`src/dram_ctrl_pkg.sv`:
```
package dram_ctrl_pkg;

    localparam int CFG_W = 16;
    localparam logic [15:0] CFG_RESET = 16'h6CB0;
    localparam logic [15:0] CFG_RESERVED_MASK = 16'h8200;
    localparam int CFG_PAGE_LSB = 0;
    localparam int CFG_INTERLEAVE = 2;
    localparam int CFG_NEAR_WR_DIS = 3;
    localparam int CFG_RCD = 4;
    localparam int CFG_ROW_TIMING_LSB = 5;
    localparam int CFG_COL_WIDTH = 8;
    localparam int CFG_COL_PRECHARGE = 10;
    localparam int CFG_REFRESH_LSB = 11;
    localparam int CFG_DELAYED_SEL = 14;

    localparam int CLK_PERIOD_NS = 25;
    localparam int RAS_MAX_LOW_NS = 10000;
    localparam logic [3:0] INIT_REFRESH_COUNT = 4'hF;
    localparam logic [2:0] MODE_WRITE_CYCLES = 3'h3;
    localparam logic [1:0] BURST_WORDS_LAST = 2'h3;
    // Half-cycle CAS figures are served in whole cycles, rounded up
    localparam logic [2:0] CAS_WIDTH_LONG = 3'h3;
    localparam logic [2:0] CAS_WIDTH_SHORT = 3'h2;
    localparam logic [2:0] CAS_PRE_SHORT = 3'h1;
    localparam logic [2:0] CAS_PRE_LONG = 3'h2;
    localparam int TIMER_W = 9;

    typedef enum logic [10:0] {
        ST_IDLE      = 11'h001,
        ST_DECODE    = 11'h002,
        ST_ROW       = 11'h004,
        ST_COLSET    = 11'h008,
        ST_CAS       = 11'h010,
        ST_CASPRE    = 11'h020,
        ST_OPEN      = 11'h040,
        ST_PRECHARGE = 11'h080,
        ST_REF_CAS   = 11'h100,
        ST_REF_RAS   = 11'h200,
        ST_MODE      = 11'h400
    } ctrl_state_type;

    function automatic logic [8:0] refresh_reload(input logic [2:0] sel);
        case (sel)
            3'h0: refresh_reload = 9'h017;
            3'h1: refresh_reload = 9'h03F;
            3'h2: refresh_reload = 9'h067;
            3'h3: refresh_reload = 9'h08F;
            3'h4: refresh_reload = 9'h0B0;
            3'h5: refresh_reload = 9'h0E2;
            3'h6: refresh_reload = 9'h133;
            default: refresh_reload = 9'h176;
        endcase
    endfunction : refresh_reload

    // Returns {pulse width, precharge} in cycles; reserved codes take the slowest
    function automatic logic [5:0] ras_timing(input logic [2:0] sel);
        case (sel)
            3'h0: ras_timing = {3'h2, 3'h2};
            3'h1: ras_timing = {3'h3, 3'h2};
            3'h2: ras_timing = {3'h3, 3'h3};
            3'h3: ras_timing = {3'h4, 3'h2};
            3'h4: ras_timing = {3'h4, 3'h3};
            default: ras_timing = {3'h4, 3'h4};
        endcase
    endfunction : ras_timing

endpackage : dram_ctrl_pkg

```
`src/dram_page_mode_controller.sv`:
```
`timescale 1ns/10ps
module dram_page_mode_controller
    import dram_ctrl_pkg::*;
(
    input wire logic ref_clk,
    input wire logic resetn,
    input wire logic ale_n,
    input wire logic rd_n,
    input wire logic wr_n,
    input wire logic same_page_write_hint_n,
    input wire logic cs_n,
    input wire logic msel_n,
    input wire logic [25:0] ad_in,
    input wire logic [1:0] addr_lo,
    output logic [10:0] dram_addr_bus,
    output logic [3:0] ras_n,
    output logic [3:0] cas_n,
    output logic we_n,
    output logic ack_n,
    output logic ack_oe,
    output logic read_buffer_enable_n,
    output logic read_buffer_enable_oe,
    output logic [1:0] xcvr_oe_n,
    output logic xcvr_to_cpu
);
    logic [1:0] rst_sync_r;
    logic rst_n;

    ctrl_state_type state_r, state_nxt;
    logic [2:0] cnt_r, cnt_nxt;
    logic [15:0] cfg_r, cfg_nxt;
    logic [25:0] addr_r, addr_nxt;
    logic [3:0] be_n_r, be_n_nxt;
    logic [1:0] wcnt_r, wcnt_nxt;
    logic ale_q_r, ale_q_nxt;
    logic acc_pend_r, acc_pend_nxt;
    logic is_write_r, is_write_nxt;
    logic is_burst_r, is_burst_nxt;
    logic ras_open_r, ras_open_nxt;
    logic need_row_r, need_row_nxt;
    logic own_r, own_nxt;
    logic [12:0] open_page_r, open_page_nxt;
    logic ref_pend_r, ref_pend_nxt;
    logic [3:0] init_ref_r, init_ref_nxt;
    logic [3:0] ras_n_r, ras_n_nxt;
    logic [3:0] cas_n_r, cas_n_nxt;
    logic we_n_r, we_n_nxt;
    logic ack_n_r, ack_n_nxt;
    logic rbe_n_r, rbe_n_nxt;
    logic hs_oe_r, hs_oe_nxt;
    logic [1:0] xoe_n_r, xoe_n_nxt;
    logic to_cpu_r, to_cpu_nxt;
    logic [10:0] addr_out_r;

    logic [10:0] map_row, map_col, col_eff;
    logic [1:0] map_bank;
    logic [12:0] map_page;
    logic refresh_tick;
    logic [2:0] ras_w, ras_pre, cas_w, cas_pre;
    logic [3:0] ras_sel;
    logic use_col;
    logic inter;

    always_ff @(posedge ref_clk or negedge resetn) begin
        if (!resetn) begin
            rst_sync_r <= 2'h0;
        end else begin
            rst_sync_r <= {rst_sync_r[0], 1'b1};
        end
    end
    assign rst_n = rst_sync_r[1];

    dram_addr_map u_addr_map (
        .addr(addr_r),
        .page_size_sel(cfg_r[CFG_PAGE_LSB+1:CFG_PAGE_LSB]),
        .interleave(cfg_r[CFG_INTERLEAVE]),
        .row(map_row),
        .col(map_col),
        .bank(map_bank),
        .page_key(map_page)
    );

    refresh_timer #(.WIDTH(TIMER_W)) u_refresh_timer (
        .ref_clk(ref_clk),
        .rst_n(rst_n),
        .refresh_freq_sel(cfg_r[CFG_REFRESH_LSB+2:CFG_REFRESH_LSB]),
        .refresh_tick(refresh_tick)
    );

    always_comb begin
        inter = cfg_r[CFG_INTERLEAVE];
        {ras_w, ras_pre} = ras_timing(cfg_r[CFG_ROW_TIMING_LSB+2:CFG_ROW_TIMING_LSB]);
        cas_w = cfg_r[CFG_COL_WIDTH] ? CAS_WIDTH_SHORT : CAS_WIDTH_LONG;
        cas_pre = cfg_r[CFG_COL_PRECHARGE] ? CAS_PRE_LONG : CAS_PRE_SHORT;
        // Word within the quad replaces the low column bits
        col_eff = map_col;
        if (inter) begin
            col_eff[0] = wcnt_r[1];
        end else begin
            col_eff[1:0] = wcnt_r;
        end
        if (inter) begin
            ras_sel = map_bank[1] ? 4'hC : 4'h3;
        end else begin
            ras_sel = 4'h1 << map_bank;
        end
        use_col = (state_r == ST_COLSET) || (state_r == ST_CAS) || (state_r == ST_CASPRE)
            || (state_r == ST_OPEN) || ((state_r == ST_ROW) && (cnt_r == 3'h0));
    end

    always_comb begin
        state_nxt = state_r;
        cnt_nxt = (cnt_r != 3'h0) ? cnt_r - 3'h1 : 3'h0;
        cfg_nxt = cfg_r;
        addr_nxt = addr_r;
        be_n_nxt = be_n_r;
        wcnt_nxt = wcnt_r;
        ale_q_nxt = ale_n;
        acc_pend_nxt = acc_pend_r;
        is_write_nxt = is_write_r;
        is_burst_nxt = is_burst_r;
        ras_open_nxt = ras_open_r;
        need_row_nxt = need_row_r;
        own_nxt = own_r;
        open_page_nxt = open_page_r;
        ref_pend_nxt = ref_pend_r;
        init_ref_nxt = init_ref_r;
        ras_n_nxt = ras_n_r;
        cas_n_nxt = cas_n_r;
        we_n_nxt = we_n_r;
        ack_n_nxt = 1'b1;
        rbe_n_nxt = 1'b1;
        xoe_n_nxt = 2'h3;
        to_cpu_nxt = to_cpu_r;
        if (!ale_n) begin
            addr_nxt = {ad_in[25:4], addr_lo, 2'h0};
            be_n_nxt = ad_in[3:0];
            wcnt_nxt = addr_lo;
        end
        if (!ale_q_r && ale_n) begin
            acc_pend_nxt = 1'b1;
        end
        if (refresh_tick || (init_ref_r != 4'h0)) begin
            ref_pend_nxt = 1'b1; // ST_REF_CAS below overrides this set, keeping it only when refresh_tick is high
        end
        case (state_r)
            ST_IDLE: begin
                if (ref_pend_r) begin
                    state_nxt = ST_REF_CAS;
                end else if (acc_pend_r) begin
                    state_nxt = ST_DECODE;
                    cnt_nxt = cfg_r[CFG_DELAYED_SEL] ? 3'h1 : 3'h0;
                end
            end
            ST_OPEN: begin
                if (ref_pend_r) begin
                    state_nxt = ST_PRECHARGE;
                    ras_n_nxt = 4'hF;
                    ras_open_nxt = 1'b0;
                    cnt_nxt = ras_pre - 3'h1;
                end else if (acc_pend_r) begin
                    state_nxt = ST_DECODE;
                    cnt_nxt = cfg_r[CFG_DELAYED_SEL] ? 3'h1 : 3'h0;
                end
            end
            ST_DECODE: begin
                if (cnt_r != 3'h0) begin
                    state_nxt = ST_DECODE;
                end else if (cs_n) begin
                    acc_pend_nxt = 1'b0;
                    state_nxt = ras_open_r ? ST_OPEN : ST_IDLE;
                end else if (!rd_n || !wr_n) begin
                    acc_pend_nxt = 1'b0;
                    own_nxt = 1'b1;
                    is_write_nxt = !wr_n;
                    is_burst_nxt = !rd_n && !same_page_write_hint_n;
                    if (!rd_n && !same_page_write_hint_n) begin
                        wcnt_nxt = 2'h0; // Refill counts its own four words from zero
                    end
                    we_n_nxt = wr_n;
                    to_cpu_nxt = !rd_n;
                    if (!msel_n) begin
                        state_nxt = ST_MODE;
                        cnt_nxt = MODE_WRITE_CYCLES - 3'h1;
                    end else if (ras_open_r && ((map_page == open_page_r)
                        || (!wr_n && !same_page_write_hint_n && !cfg_r[CFG_NEAR_WR_DIS]))) begin
                        state_nxt = ST_COLSET;
                    end else if (ras_open_r) begin
                        state_nxt = ST_PRECHARGE;
                        need_row_nxt = 1'b1;
                        ras_n_nxt = 4'hF;
                        ras_open_nxt = 1'b0;
                        cnt_nxt = ras_pre - 3'h1;
                    end else begin
                        state_nxt = ST_ROW;
                        ras_n_nxt = ~ras_sel;
                        cnt_nxt = cfg_r[CFG_RCD] ? 3'h1 : 3'h0;
                    end
                end
            end
            ST_ROW, ST_COLSET: begin
                if (state_r == ST_COLSET || cnt_r == 3'h0) begin
                    state_nxt = ST_CAS;
                    cnt_nxt = cas_w - 3'h1;
                    cas_n_nxt = is_write_r ? be_n_r : 4'h0;
                    xoe_n_nxt = inter ? (wcnt_r[0] ? 2'h1 : 2'h2) : 2'h2;
                end
            end
            ST_CAS: begin
                xoe_n_nxt = xoe_n_r;
                if (cnt_r == 3'h1 || cas_w == 3'h1) begin
                    rbe_n_nxt = is_write_r;
                    ack_n_nxt = !(is_write_r || !is_burst_r || wcnt_r == BURST_WORDS_LAST);
                end
                if (cnt_r == 3'h0) begin
                    cas_n_nxt = 4'hF;
                    xoe_n_nxt = 2'h3;
                    if (is_burst_r && wcnt_r != BURST_WORDS_LAST) begin
                        state_nxt = ST_CASPRE;
                        wcnt_nxt = wcnt_r + 2'h1;
                        cnt_nxt = cas_pre - 3'h1;
                    end else if (is_burst_r) begin
                        state_nxt = ST_PRECHARGE;
                        ras_n_nxt = 4'hF;
                        ras_open_nxt = 1'b0;
                        own_nxt = 1'b0;
                        we_n_nxt = 1'b1;
                        cnt_nxt = ras_pre - 3'h1;
                    end else begin
                        state_nxt = ST_OPEN;
                        ras_open_nxt = 1'b1;
                        open_page_nxt = map_page;
                        own_nxt = 1'b0;
                        we_n_nxt = 1'b1;
                    end
                end
            end
            ST_CASPRE: begin
                if (cnt_r == 3'h0) begin
                    state_nxt = ST_CAS;
                    cnt_nxt = cas_w - 3'h1;
                    cas_n_nxt = 4'h0;
                    xoe_n_nxt = inter ? (wcnt_r[0] ? 2'h1 : 2'h2) : 2'h2;
                end
            end
            ST_PRECHARGE: begin
                if (cnt_r == 3'h0) begin
                    cas_n_nxt = 4'hF;
                    if (need_row_r) begin
                        state_nxt = ST_ROW; // Access began before refresh asked
                        need_row_nxt = 1'b0;
                        ras_n_nxt = ~ras_sel;
                        cnt_nxt = cfg_r[CFG_RCD] ? 3'h1 : 3'h0;
                    end else if (ref_pend_r) begin
                        state_nxt = ST_REF_CAS;
                    end else begin
                        state_nxt = ST_IDLE;
                    end
                end
            end
            ST_REF_CAS: begin
                state_nxt = ST_REF_RAS;
                cas_n_nxt = 4'h0;
                ref_pend_nxt = refresh_tick;
                if (init_ref_r != 4'h0) begin
                    init_ref_nxt = init_ref_r - 4'h1;
                end
            end
            ST_REF_RAS: begin
                state_nxt = ST_PRECHARGE;
                ras_n_nxt = 4'h0;
                cnt_nxt = ras_w;
            end
            ST_MODE: begin
                if (cnt_r == 3'h0) begin
                    cfg_nxt = ad_in[15:0] & ~CFG_RESERVED_MASK;
                    ack_n_nxt = 1'b0;
                    own_nxt = 1'b0;
                    we_n_nxt = 1'b1;
                    state_nxt = ras_open_r ? ST_OPEN : ST_IDLE;
                end
            end
            default: state_nxt = ST_IDLE;
        endcase
        // Refresh RAS phase must end as its counted width runs out
        if (state_r == ST_PRECHARGE && cnt_r != 3'h0 && !ras_open_r && cas_n_r == 4'h0
            && cnt_r == 3'h1) begin
            ras_n_nxt = 4'hF;
        end
        hs_oe_nxt = own_nxt || own_r;
    end

    always_ff @(posedge ref_clk or negedge rst_n) begin
        if (!rst_n) begin
            state_r <= ST_IDLE;
            cnt_r <= 3'h0;
            cfg_r <= CFG_RESET;
            addr_r <= 26'h0;
            be_n_r <= 4'hF;
            wcnt_r <= 2'h0;
            ale_q_r <= 1'b1;
            acc_pend_r <= 1'b0;
            is_write_r <= 1'b0;
            is_burst_r <= 1'b0;
            ras_open_r <= 1'b0;
            need_row_r <= 1'b0;
            own_r <= 1'b0;
            open_page_r <= 13'h0;
            ref_pend_r <= 1'b0;
            init_ref_r <= INIT_REFRESH_COUNT;
            ras_n_r <= 4'hF;
            cas_n_r <= 4'hF;
            we_n_r <= 1'b1;
            ack_n_r <= 1'b1;
            rbe_n_r <= 1'b1;
            hs_oe_r <= 1'b0;
            xoe_n_r <= 2'h3;
            to_cpu_r <= 1'b0;
        end else begin
            state_r <= state_nxt;
            cnt_r <= cnt_nxt;
            cfg_r <= cfg_nxt;
            addr_r <= addr_nxt;
            be_n_r <= be_n_nxt;
            wcnt_r <= wcnt_nxt;
            ale_q_r <= ale_q_nxt;
            acc_pend_r <= acc_pend_nxt;
            is_write_r <= is_write_nxt;
            is_burst_r <= is_burst_nxt;
            ras_open_r <= ras_open_nxt;
            need_row_r <= need_row_nxt;
            own_r <= own_nxt;
            open_page_r <= open_page_nxt;
            ref_pend_r <= ref_pend_nxt;
            init_ref_r <= init_ref_nxt;
            ras_n_r <= ras_n_nxt;
            cas_n_r <= cas_n_nxt;
            we_n_r <= we_n_nxt;
            ack_n_r <= ack_n_nxt;
            rbe_n_r <= rbe_n_nxt;
            hs_oe_r <= hs_oe_nxt;
            xoe_n_r <= xoe_n_nxt;
            to_cpu_r <= to_cpu_nxt;
        end
    end

    // Falling edge gives the half cycle of column setup before CAS
    always_ff @(negedge ref_clk or negedge rst_n) begin
        if (!rst_n) begin
            addr_out_r <= 11'h0;
        end else begin
            addr_out_r <= use_col ? col_eff : map_row;
        end
    end

    assign dram_addr_bus = addr_out_r;
    assign ras_n = ras_n_r;
    assign cas_n = cas_n_r;
    assign we_n = we_n_r;
    assign ack_n = ack_n_r;
    assign ack_oe = hs_oe_r;
    assign read_buffer_enable_n = rbe_n_r;
    assign read_buffer_enable_oe = hs_oe_r;
    assign xcvr_oe_n = xoe_n_r;
    assign xcvr_to_cpu = to_cpu_r;

endmodule : dram_page_mode_controller

```
`src/dram_addr_map.sv`:
```
`timescale 1ns/10ps
module dram_addr_map
    import dram_ctrl_pkg::*;
(
    input wire logic [25:0] addr,
    input wire logic [1:0] page_size_sel,
    input wire logic interleave,
    output logic [10:0] row,
    output logic [10:0] col,
    output logic [1:0] bank,
    output logic [12:0] page_key
);
    logic [1:0] step;
    logic [10:0] mask;
    logic [25:0] col_sh;
    logic [25:0] row_sh;
    logic [25:0] bank_sh;

    always_comb begin
        step = (page_size_sel == 2'h3) ? 2'h2 : ((page_size_sel == 2'h0) ? 2'h0 : 2'h1);
        mask = 11'h1FF | ((step != 2'h0) ? 11'h200 : 11'h000) | ((step == 2'h2) ? 11'h400 : 11'h000);
        // Interleave moves every field up one bit; each density step moves the row up one bit and the bank up two
        col_sh = addr >> (5'd2 + 5'(interleave));
        row_sh = addr >> (5'd11 + 5'(step) + 5'(interleave));
        bank_sh = addr >> (5'd20 + 5'({step, 1'b0}) + 5'(interleave));
        col = col_sh[10:0] & mask;
        row = row_sh[10:0] & mask;
        // Interleaved: high bit picks the bank pair, word bit picks the array
        bank = interleave ? {bank_sh[0], addr[2]} : bank_sh[1:0];
        page_key = {bank[1], interleave ? 1'b0 : bank[0], row};
    end

endmodule : dram_addr_map

```
`src/refresh_timer.sv`:
```
`timescale 1ns/10ps
module refresh_timer
    import dram_ctrl_pkg::*;
#(
    parameter int WIDTH = TIMER_W
) (
    input wire logic ref_clk,
    input wire logic rst_n,
    input wire logic [2:0] refresh_freq_sel,
    output logic refresh_tick
);
    logic [WIDTH-1:0] count_r;
    logic [WIDTH-1:0] count_nxt;
    logic tick_r;
    logic tick_nxt;

    if (WIDTH < TIMER_W) begin : g_width_chk
        $error("refresh_timer: WIDTH too small for reload table");
    end

    always_comb begin
        tick_nxt = 1'b0;
        count_nxt = count_r - 1'b1;
        if (count_r == '0) begin
            tick_nxt = 1'b1;
            count_nxt = WIDTH'(refresh_reload(refresh_freq_sel));
        end
    end

    always_ff @(posedge ref_clk or negedge rst_n) begin
        if (!rst_n) begin
            count_r <= '0;
            tick_r <= 1'b0;
        end else begin
            count_r <= count_nxt;
            tick_r <= tick_nxt;
        end
    end

    assign refresh_tick = tick_r;

endmodule : refresh_timer

```
`config.mk`:
```
export PLATFORM = sky130hd
export DESIGN_NAME = dram_page_mode_controller
export DESIGN_NICKNAME = d
export VERILOG_FILES = /design/src/dram_ctrl_pkg.sv /design/src/dram_page_mode_controller.sv /design/src/dram_addr_map.sv /design/src/refresh_timer.sv
export SDC_FILE = /design/constraint.sdc
export NUM_CORES = 1
export LEC_CHECK = 0
export ABC_AREA = 0
export BUFFER_PORTS_ARGS = -buffer_cell sky130_fd_sc_hd__buf_2
export CAP_MARGIN = 20
export CORE_MARGIN = 2
export CORE_UTILIZATION = 55
export DETAILED_ROUTE_END_ITERATION = 8
export GPL_ROUTABILITY_DRIVEN = 0
export HOLD_SLACK_MARGIN = 0.06
export PLACE_DENSITY = 0.81
export SLEW_MARGIN = 0
export SYNTH_ARGS = -nofsm -noshare
export SYNTH_HDL_FRONTEND = slang
export SYNTH_HIERARCHICAL = 1
export SYNTH_SLANG_ARGS = --single-unit
```
`constraint.sdc`:
```
create_clock -name ref_clk -period 3.74 [get_ports ref_clk]
set_input_delay 1.122 -clock ref_clk [delete_from_list [all_inputs] [get_ports ref_clk]]
set_output_delay 1.122 -clock ref_clk [all_outputs]
set_load 0.01 [all_outputs]
```
---- Yosys cells after proc, flatten, opt, wreduce, memory -nomap -nowiden ----
Index checks and enable logic that the tools add are counted.
storage, ports and cells
  register bits after elaboration ......... 121
  input port bits ......................... 36
  output and inout port bits .............. 27
  word-level logic and storage cells ...... 298
operators by class
  $add $sub $neg .......................... 12
  equal/unequal tests ..................... 54
  shift-type cells ........................ 4
  multiplexer cells ....................... 134
  bitwise logic cells ..................... 8
  reduce and logical (&&, ||, !) cells .... 58
operator list
  cell                                                             count
  11-bit two-way mux                                               14
  11-bit case mux with 10 select lines                             1
  4-bit two-way mux                                                19
  9-bit case mux with 7 select lines                               1
  26-bit by 5-bit right shift with 11-bit output                   2
  3-bit two-way mux                                                17
  1-bit two-way mux                                                47
  8-bit two-way mux                                                4
  2-bit two-way mux                                                15
  6-bit case mux with 5 select lines                               1
  9-bit two-way mux                                                3
  26-bit by 5-bit right shift with 2-bit output                    1
  2-bit != test, second input constant                             12
  3-bit case mux with 8 select lines                               1
  11-bit AND                                                       2
  4-bit case mux with 5 select lines                               1
  4-bit case mux with 4 select lines                               1
  3-bit by 2-bit != test with 1-bit output, second input constant  5
  3-bit != test, second input constant                             5
  13-bit == test                                                   1
  3-bit by 2-bit == test with 1-bit output, second input constant  4
  3-bit == test, second input constant                             4
  1-bit logical OR                                                 12
  12-bit AND reduction                                             1
  53 further kinds                                                 96

---- Longest topological paths before layout ----
Gate-level depths: netlist of the first run.
  depth in word-level cells ............... 18
  depth in mapped cells ................... 16

---- Modules after synthesis ----
Netlist of the first run, hierarchy kept.
modules (own cells, without submodules)
  module                     instances  cells an instance  area each (um^2)  sequential area each (um^2)
  dram_page_mode_controller  1          540                5790.6            2815.2
  dram_addr_map              1          87                 897.1             0.0
  refresh_timer              1          62                 589.3             250.2

==> results of run 1 <==
==> per-layer routing <==
metal | vias to the layer above | routed length, um | GRT usage
met2 | 348 | 9870 | 0.478
met1 | 2996 | 7790 | 0.349
li1 | 2703 | - | -
met5 | - | 0 | 0
met4 | 0 | 814 | 0.124
met3 | 83 | 1330 | 0.0489
==> worst paths after layout <==
path                                           to  slack [ns]     startpoint
worst min-delay path                     cfg_r[3]        0.31  rst_sync_r[1]
max in group asynchronous       dram_addr_bus[10]        1.25  rst_sync_r[1]
worst max register to register   dram_addr_bus[6]       -0.55       cfg_r[1]
worst min register to register           cfg_r[3]        0.31  rst_sync_r[1]
min in group ref_clk                rst_sync_r[1]        0.36  rst_sync_r[0]
worst max-delay path             dram_addr_bus[6]       -0.55       cfg_r[1]
==> per-stage QoR <==
step	util	TNS [ns]	total power [uW]
floorplan	-	-7.00	5430
global placement	0.632	-4.62	6140
detailed placement	0.632	-5.65	6340
CTS	0.688	-7.66	8340
global route	0.698	-9.67	9180
finish	0.698	-8.08	8770
==> flip-flops by register name, summed over array words and instances (netlist names), 9 cells and up <==
name                     count
open_page_r                 13
cfg_r                       14
addr_r                      24
u_refresh_timer/count_r      9
dram_addr_bus               11
state_r                     11
==> layout make-up <==
cell class	count	area [um^2]
timing repair buffer	135	921
multi-input combinational	495	4010
sequential	121	3070
fill	876	3850
tap	172	215
clock buffer	18	429
clock inverter	14	195
inverter	20	77.6
==> worst max-delay path, stage by stage, from the launching register on <==
cell and delay (ns):
dfrtp_1 0.36, inv_2 0.05, ha_4 0.27, inv_4 0.04
ha_4 0.18, xnor2_4 0.24, buf_4 0.19, mux4_2 0.35
mux2_4 0.29, mux2_4 0.27
==> power breakdown <==
part | leakage [uW] | switching (uW) | internal [uW]
clock | 0.000293 | 613 | 1120
combinational | 0.00220 | 2230 | 2680
sequential | 0.00144 | 389 | 1740
total | 0.00393 | 3230 | 5540
==> what timing repair did <==
item                                    CTS  global route
buffers inserted                          7             7
pin swaps                                 6            10
endpoints found under the setup margin   30            31
gates resized for setup                   8            17
==> run summary, run 1 <==
Crit Path Class: flop to flop
Outcome: finished with violations
Clock root buffer: clkbuf_16
Maxcap violations: 0
R2R depth: 9
# port buffers: 62
Syn_area_per_cell: 10.6 um^2
PnR worst setup slack: -0.550 ns
Mapped Area: 7260 um^2
First-pass GRT wire length: 31.0 mm
Drt pass-1 iters: 6
P&R area growth vs syn: 22.8%
Initial DRC count: 717
CTS tree: built
WHS: 0.312 ns
Pre-CTS setup slack: -0.531 ns
Syn Inst Count: 687
Worst Path Max Fanout: 5
Worst Max-Slew Pin Slew: 0.763 ns
Post-route ant nets: 0
Final Setup Violations: 25
Share of layout cells above drive strength 1: 0.407
Worst-Skew Late Latency: 0.42 ns
Num CTS Buffers: 17
Core Box Area: 12800 um^2
CTS max path bufs: 2
Per-cell routed wire length: 20.3 um
Number of global-route vias before repair: 6037
# nets final: 834
Die area: 14100 um^2
CTS Sinks: 121
Chip width: 119 um
Most frequent cells in the layout: dfrtp_1 (79), buf_4 (65), buf_2 (61), mux2_2 (60), nor2_1 (46)
Vias/cell: 6.29
Placed cell area: 8070 um^2
Critical Path AT: 2.66 ns
Worst-path clk slew: 0.06 ns
Largest net degree at the start of global routing: 39
Gr usage total: 0.280
CP endpoint kind: flop
Initial Util: 0.569
Ant. Diodes: 0
Failing checks: setup timing
Syn nets: 731
Final HPWL from detailed placement: 14.0 mm
Placed insts: 929
DR vias: 6130
H-tree Lvls: 4
Hold-fix buffers at CTS: 0
Final Hold Fails: 0
Fin area: 8920 um^2
Synthesis Warnings: 6
GR Overflow Total: 0
Peak VDD IR: 1030 uV
Rel. slew slack: 0.491
Startpoint Class: flop
DRC Markers: 0
Initial antenna violation count: 0
PwrDens: 983 nW/um^2
Ports: 63
Hold Crit Class: flop to asynchronous set/reset pin
RSZ-0062 raised after global routing: yes
Site Rows: 41
Total Wirelength: 19.8 mm
Final setup skew: 0.0280 ns
Most common cell after layout, fill and taps aside: dfrtp_1
Final Max Tran Viols: 0
Die Span Y: 119 um
Critical path required time: 2.11 ns
Leakage: 0.00393 uW
Non-Filler Instances: 975
No activity file was read; power rests on OpenSTA's default activity.
==> run 2, diff against run 1 <==
--- a/config.mk
+++ b/config.mk
@@ -8,7 +8,7 @@
 export ABC_AREA = 0
 export BUFFER_PORTS_ARGS = -buffer_cell sky130_fd_sc_hd__buf_2
 export CAP_MARGIN = 20
-export CORE_MARGIN = 2
+export CORE_MARGIN = 1.5
 export CORE_UTILIZATION = 55
 export DETAILED_ROUTE_END_ITERATION = 8
 export GPL_ROUTABILITY_DRIVEN = 0
==> constraint.sdc (replaced) <==
create_clock -name ref_clk -period 3.74 [get_ports ref_clk]
set_input_delay 1.122 -clock ref_clk [delete_from_list [all_inputs] [get_ports ref_clk]]
set_output_delay 1.122 -clock ref_clk [all_outputs]
set_load 0.05 [all_outputs]
==> run 2 against run 1 <==
Wire length grew 2.2%. The run still ends with setup timing left. Global-route usage grew 2.0 points. Sequential power is essentially flat. Non-clock buffer count shrank 3. First-iteration DRC count grew 1.1%. Count of clock-buffer cells in the layout is the same. Sequential share of layout area shrank 0.22 points. Utilization grew 0.44 points. Cell count shrank 0.31%. Clock power shrank 3%. Critical path type unchanged. Largest power group unchanged.
==> run summary, run 2 (same netlist as run 1, synthesis figures left out) <==
Die Span Y: 118 um (was 119 um)
Area of the multi-input gates: 4040 um^2 (was 4010 um^2)
PwrDens: 1030 nW/um^2 (was 983 nW/um^2)
First-pass GRT wire length: 32.8 mm (was 31.0 mm)
Ant. Diodes: 0 (unchanged)
Outcome: finished with violations (unchanged)
Share of layout cells above drive strength 1: 0.406 (was 0.407)
Initial DRC count: 725 (was 717)
DR vias: 6143 (was 6130)
Final Setup Violations: 29 (was 25)
Seq pwr share: 0.234 (was 0.243)
Peak VDD IR: 1170 uV (was 1030 uV)
Critical Path AT: 2.70 ns (was 2.66 ns)
Die area: 13900 um^2 (was 14100 um^2)
Most flop-heavy register: addr_r (unchanged)
P&R area growth vs syn: 23.6% (was 22.8%)
NetSw: 3660 uW (was 3230 uW)
Worst-Skew Late Latency: 0.42 ns (about the same)
# port buffers: 62 (unchanged)
PnR worst setup slack: -0.594 ns (was -0.550 ns)
Worst-path clk slew: 0.06 ns (about the same)
Number of global-route vias before repair: 6276 (was 6037)
Rel. slew slack: 0.494 (was 0.491)
Worst Max-Slew Pin Slew: 0.760 ns (was 0.763 ns)
Fin area: 8980 um^2 (was 8920 um^2)
Site Rows: 41 (unchanged)
Fill cells: 868 (was 876)
Non-Filler Instances: 972 (was 975)
Largest net degree at the start of global routing: 52 (was 39)
H-tree Lvls: 4 (unchanged)
Chip width: 118 um (was 119 um)
DRC Markers: 0 (unchanged)
Comb power frac: 0.585 (was 0.560)
CTS tree: built (unchanged)
CTS max path bufs: 2 (unchanged)
Most common cell after layout, fill and taps aside: dfrtp_1 (unchanged)
Num CTS Buffers: 17 (unchanged)
Most frequent cells in the layout: dfrtp_1 (79), mux2_2 (60), buf_4 (58), buf_2 (51), nor2_1 (46) (was dfrtp_1 (79), buf_4 (65), buf_2 (61), mux2_2 (60), nor2_1 (46))
Largest registers: addr_r (24), cfg_r (14), open_page_r (13) (unchanged)
Final Max Tran Viols: 0 (unchanged)
Maxcap violations: 0 (unchanged)
Crit Path Class: flop to flop (unchanged)
CP endpoint kind: flop (unchanged)
Initial Util: 0.569 (unchanged)
# nets final: 831 (was 834)
Initial antenna violation count: 0 (unchanged)
Vias/cell: 6.32 (was 6.29)
Hold-fix buffers at CTS: 0 (unchanged)
Seq. cell area: 3070 um^2 (unchanged)
Worst Path Max Fanout: 5 (unchanged)
RSZ-0062 raised after global routing: yes (unchanged)
CTS Sinks: 121 (unchanged)
Critical path required time: 2.11 ns (about the same)
Leakage: 0.00393 uW (about the same)
Per-cell routed wire length: 20.8 um (was 20.3 um)
Ports: 63 (unchanged)
Largest register FFs: 24 (unchanged)
GR Overflow Total: 0 (unchanged)
Util after Layout: 0.703 (was 0.698)
Gr usage total: 0.300 (was 0.280)
Placed insts: 930 (was 929)
Hold Crit Class: flop to asynchronous set/reset pin (unchanged)
Placed cell area: 8080 um^2 (was 8070 um^2)
Failing checks: setup timing (unchanged)
Sw Ratio: 0.397 (was 0.368)
Power Internal: 5550 uW (was 5540 uW)
Clock root buffer: clkbuf_16 (unchanged)
Clock power share: 0.181 (was 0.197)
Total Wirelength: 20.2 mm (was 19.8 mm)
Drt pass-1 iters: 5 (was 6)
Post-route ant nets: 0 (unchanged)
Final Hold Fails: 0 (unchanged)
Core Box Area: 12800 um^2 (unchanged)
Crit path from: cfg_r[1] (unchanged)
Final setup skew: 0.0275 ns (was 0.0280 ns)
Critical R2R Launch: cfg_r[1] (unchanged)
Register-to-register setup slack: -0.59 ns (was -0.55 ns)
Startpoint Class: flop (unchanged)
Final HPWL from detailed placement: 13.9 mm (was 14.0 mm)
[run 2: layout make-up]
cell class,instances,area share
clock buffer,18,0.0478
clock inverter,14,0.0194
inverter,20,0.00864
multi-input combinational,495,0.450
sequential,121,0.342
tap,172,0.0240
timing repair buffer,132,0.109
[run 2: path summary, 6_finish.rpt]
path,depth (start not counted),to
worst min-delay path,0,addr_r[4]
worst max register to register,8,dram_addr_bus[8]
max in group asynchronous,0,dram_addr_bus[2]
min in group ref_clk,0,rst_sync_r[1]
worst max-delay path,8,dram_addr_bus[8]
worst min register to register,0,addr_r[4]
[run 2: worst max-delay path: stages (launching register included)]
cell,delay (ns)
dfrtp_1,0.38
inv_2,0.05
ha_4,0.28
inv_4,0.04
ha_4,0.28
buf_12,0.12
mux4_2,0.54
mux2_4,0.31
mux2_4,0.28
[run 2: power by group through the flow]
stage | Combinational [uW] | Sequential [uW] | Clock (uW)
after floorplan | 3420 | 2380 | 0
after global placement | 4410 | 2100 | 0
after detailed placement | 4590 | 2120 | 0
after CTS | 5050 | 2130 | 1680
after global routing | 5670 | 2190 | 1760
final | 5390 | 2150 | 1670
[run 2: per-stage QoR]
stage          TNS (ns)  hold slack, ns  setup WS (ns)  power (uW)
3_5_place_dp      -5.49           0.342         -0.536        6710
5_1_grt          -10.69           0.386         -0.642        9620
4_1_cts           -8.43           0.350         -0.541        8870
3_3_place_gp      -4.61           0.336         -0.482        6500
2_1_floorplan     -7.00           0.331         -0.748        5790
6_report          -9.33           0.327         -0.594        9210
[run 2: timing repair]
action	4_1_cts	5_1_grt
buffers inserted	7	3
resized for setup	39	14
pin swaps	8	6
endpoints found under the setup margin	29	30
[run 2: per-layer routing]
metal / track usage / up-vias / routed length (um)
li1: - / 2704 / -
met4: 0.156 / 0 / 832
met5: 0 / - / 0
met2: 0.487 / 361 / 10000
met3: 0.0601 / 78 / 1520
met1: 0.380 / 3000 / 7870
==> run 3, diff against run 2 <==
--- a/config.mk
+++ b/config.mk
@@ -14,6 +14,7 @@
 export GPL_ROUTABILITY_DRIVEN = 0
 export HOLD_SLACK_MARGIN = 0.06
 export PLACE_DENSITY = 0.81
+export SETUP_SLACK_MARGIN = 0.2
 export SLEW_MARGIN = 0
 export SYNTH_ARGS = -nofsm -noshare
 export SYNTH_HDL_FRONTEND = slang
==> run 3 against run 2 <==
The flow finishes with violations (DRC, setup timing). Global-route usage fell by 1.2 points. Via count grew 0.52%. Utilization rose by 0.52 points. Register-to-register slack about the same. Die area did not move. First-iteration DRC count increased by 14%. Total power is 1.6% higher. Sequential power is essentially flat. Count of clock-buffer cells in the layout grew 3. Wire length is 0.35% lower. Clock power increased by 11%. Largest power group unchanged.
==> run summary, run 3 (same netlist as run 1, synthesis figures left out) <==
Largest net degree at the start of global routing: 46 (was 52)
Final HPWL from detailed placement: 14.0 mm (was 13.9 mm)
Initial Util: 0.569 (unchanged)
Overall power: 9350 uW (was 9210 uW)
Placed cell area: 8090 um^2 (was 8080 um^2)
Peak VDD IR: 1010 uV (was 1170 uV)
Most frequent cells in the layout: dfrtp_1 (79), mux2_2 (60), buf_4 (59), buf_2 (51), nor2_1 (46) (was dfrtp_1 (79), mux2_2 (60), buf_4 (58), buf_2 (51), nor2_1 (46))
# nets final: 831 (unchanged)
Critical Path Sink: dram_addr_bus[7] (was dram_addr_bus[8])
Hold Crit Class: flop to asynchronous set/reset pin (unchanged)
Worst path max stage delay: 0.57 ns (was 0.54 ns)
Post-route ant nets: 0 (unchanged)
Hold-fix buffers at CTS: 0 (unchanged)
Die area: 13900 um^2 (unchanged)
Core Box Area: 12800 um^2 (unchanged)
P&R area growth vs syn: 24.5% (was 23.6%)
Initial DRC count: 830 (was 725)
Drt pass-1 iters: 9 (was 5)
Site Rows: 41 (unchanged)
Critical R2R Launch: cfg_r[1] (unchanged)
Critical Path AT: 2.72 ns (was 2.70 ns)
PwrDens: 1030 nW/um^2 (about the same)
First-pass GRT wire length: 31.3 mm (was 32.8 mm)
GR Overflow Total: 0 (unchanged)
Vias/cell: 6.35 (was 6.32)
CTS max path bufs: 2 (unchanged)
Crit Path Class: flop to flop (unchanged)
CTS tree: built (unchanged)
Initial antenna violation count: 0 (unchanged)
Worst Max-Slew Pin Slew: 0.748 ns (was 0.760 ns)
R2R depth: 8 (unchanged)
Leakage: 0.00396 uW (was 0.00393 uW)
Crit-path slowest cell: mux4_2 (unchanged)
Final Hold Fails: 0 (unchanged)
Share of layout cells above drive strength 1: 0.404 (was 0.406)
Number of global-route vias before repair: 5972 (was 6276)
Clock root buffer: clkbuf_16 (unchanged)
Maxcap violations: 0 (unchanged)
DRC Markers: 1 (was 0)
Most common cell after layout, fill and taps aside: dfrtp_1 (unchanged)
Final setup skew: 0.0307 ns (was 0.0275 ns)
H-tree Lvls: 4 (unchanged)
Worst-Skew Late Latency: 0.42 ns (about the same)
Crit path from: cfg_r[1] (unchanged)
Worst Path Max Fanout: 4 (was 5)
Register-to-register setup slack: -0.61 ns (was -0.59 ns)
Ports: 63 (unchanged)
Largest register FFs: 24 (unchanged)
Worst-path clk slew: 0.06 ns (about the same)
Per-cell routed wire length: 20.7 um (was 20.8 um)
Cells along the critical path: inv_2, ha_4, inv_4, ha_4, xnor2_4, mux4_2, mux2_4, mux2_4 (was inv_2, ha_4, inv_4, ha_4, buf_12, mux4_2, mux2_4, mux2_4)
PnR worst setup slack: -0.608 ns (was -0.594 ns)
Fin area: 9040 um^2 (was 8980 um^2)
Final Setup Violations: 24 (was 29)
Setup TNS: -9.06 ns (was -9.33 ns)
Failing checks: DRC, setup timing (was setup timing)
RSZ-0062 raised after global routing: yes (unchanged)
Chip width: 118 um (unchanged)
Die Span Y: 118 um (unchanged)
Most flop-heavy register: addr_r (unchanged)
Gr usage total: 0.287 (was 0.300)
Reg-to-Reg End: dram_addr_bus[7] (was dram_addr_bus[8])
Startpoint Class: flop (unchanged)
Ant. Diodes: 0 (unchanged)
Total Wirelength: 20.2 mm (about the same)
Final Max Tran Viols: 0 (unchanged)
Largest registers: addr_r (24), cfg_r (14), open_page_r (13) (unchanged)
# port buffers: 62 (unchanged)
Num CTS Buffers: 17 (unchanged)
Critical path required time: 2.11 ns (about the same)
CP endpoint kind: flop (unchanged)
Outcome: finished with violations (unchanged)
CTS Sinks: 121 (unchanged)
DR vias: 6175 (was 6143)
Rel. slew slack: 0.501 (was 0.494)
==> run 3: cell types whose count changed in the layout (fill, tap and decap cells not counted), sizes merged <==
cell	before	now
bufinv	3	6
clkbuf	18	21
clkinv	6	3
clkinvlp	4	2
inv	21	20
==> run 3: power breakdown <==
group	internal, uW	switching [uW]	total [uW]
logic	2720	2620	5340
registers	1740	409	2150
clock network	1270	593	1860
total	5730	3620	9350
==> run 3: layout make-up <==
class	count	area, um^2
clock inverters	11	218
multi-input cells	495	4040
flip-flops and latches	121	3070
inverters	20	77.6
clock buffers	21	450
fillers	849	3730
repair buffers	132	972
well taps	172	215
==> run 3: routing by layer <==
metal | track usage | wire length (um)
met1 | 0.366 | 8040
met2 | 0.472 | 9610
met3 | 0.0654 | 1520
met4 | 0.124 | 997
met5 | 0 | 0
==> run 3: per-stage QoR <==
step | worst slack (ns) | instances | utilization | hold slack, ns
2_1_floorplan | -0.748 | 687 | - | 0.331
3_3_place_gp | -0.476 | 929 | 0.633 | 0.333
3_5_place_dp | -0.556 | 929 | 0.633 | 0.344
4_1_cts | -0.590 | 967 | 0.699 | 0.353
5_1_grt | -0.693 | 972 | 0.708 | 0.355
6_report | -0.608 | 972 | 0.708 | 0.334
==> run 3: repair_timing <==
item	CTS	global route
pin swaps	14	8
setup endpoints to repair	30	32
buffers inserted	6	5
gates resized for setup	37	15
==> run 3: how the worst min path moves through the flow <==
stage                  startpoint             end  depth (start not counted)
finish              rst_sync_r[1]  open_page_r[9]                          0
global placement    rst_sync_r[0]   rst_sync_r[1]                          0
detailed placement  rst_sync_r[0]   rst_sync_r[1]                          0
global route        rst_sync_r[0]   rst_sync_r[1]                          0
CTS                 rst_sync_r[1]  open_page_r[3]                          0
floorplan           rst_sync_r[0]   rst_sync_r[1]                          0
==> run 3: critical path, delay by kind of cell (launching register included) <==
kind	cells	cell delay (ns)
adder cells (fa/ha/maj)	2	0.45
flip-flops	1	0.37
XOR/XNOR	1	0.25
buffers and inverters	2	0.10
multiplexers	3	1.14
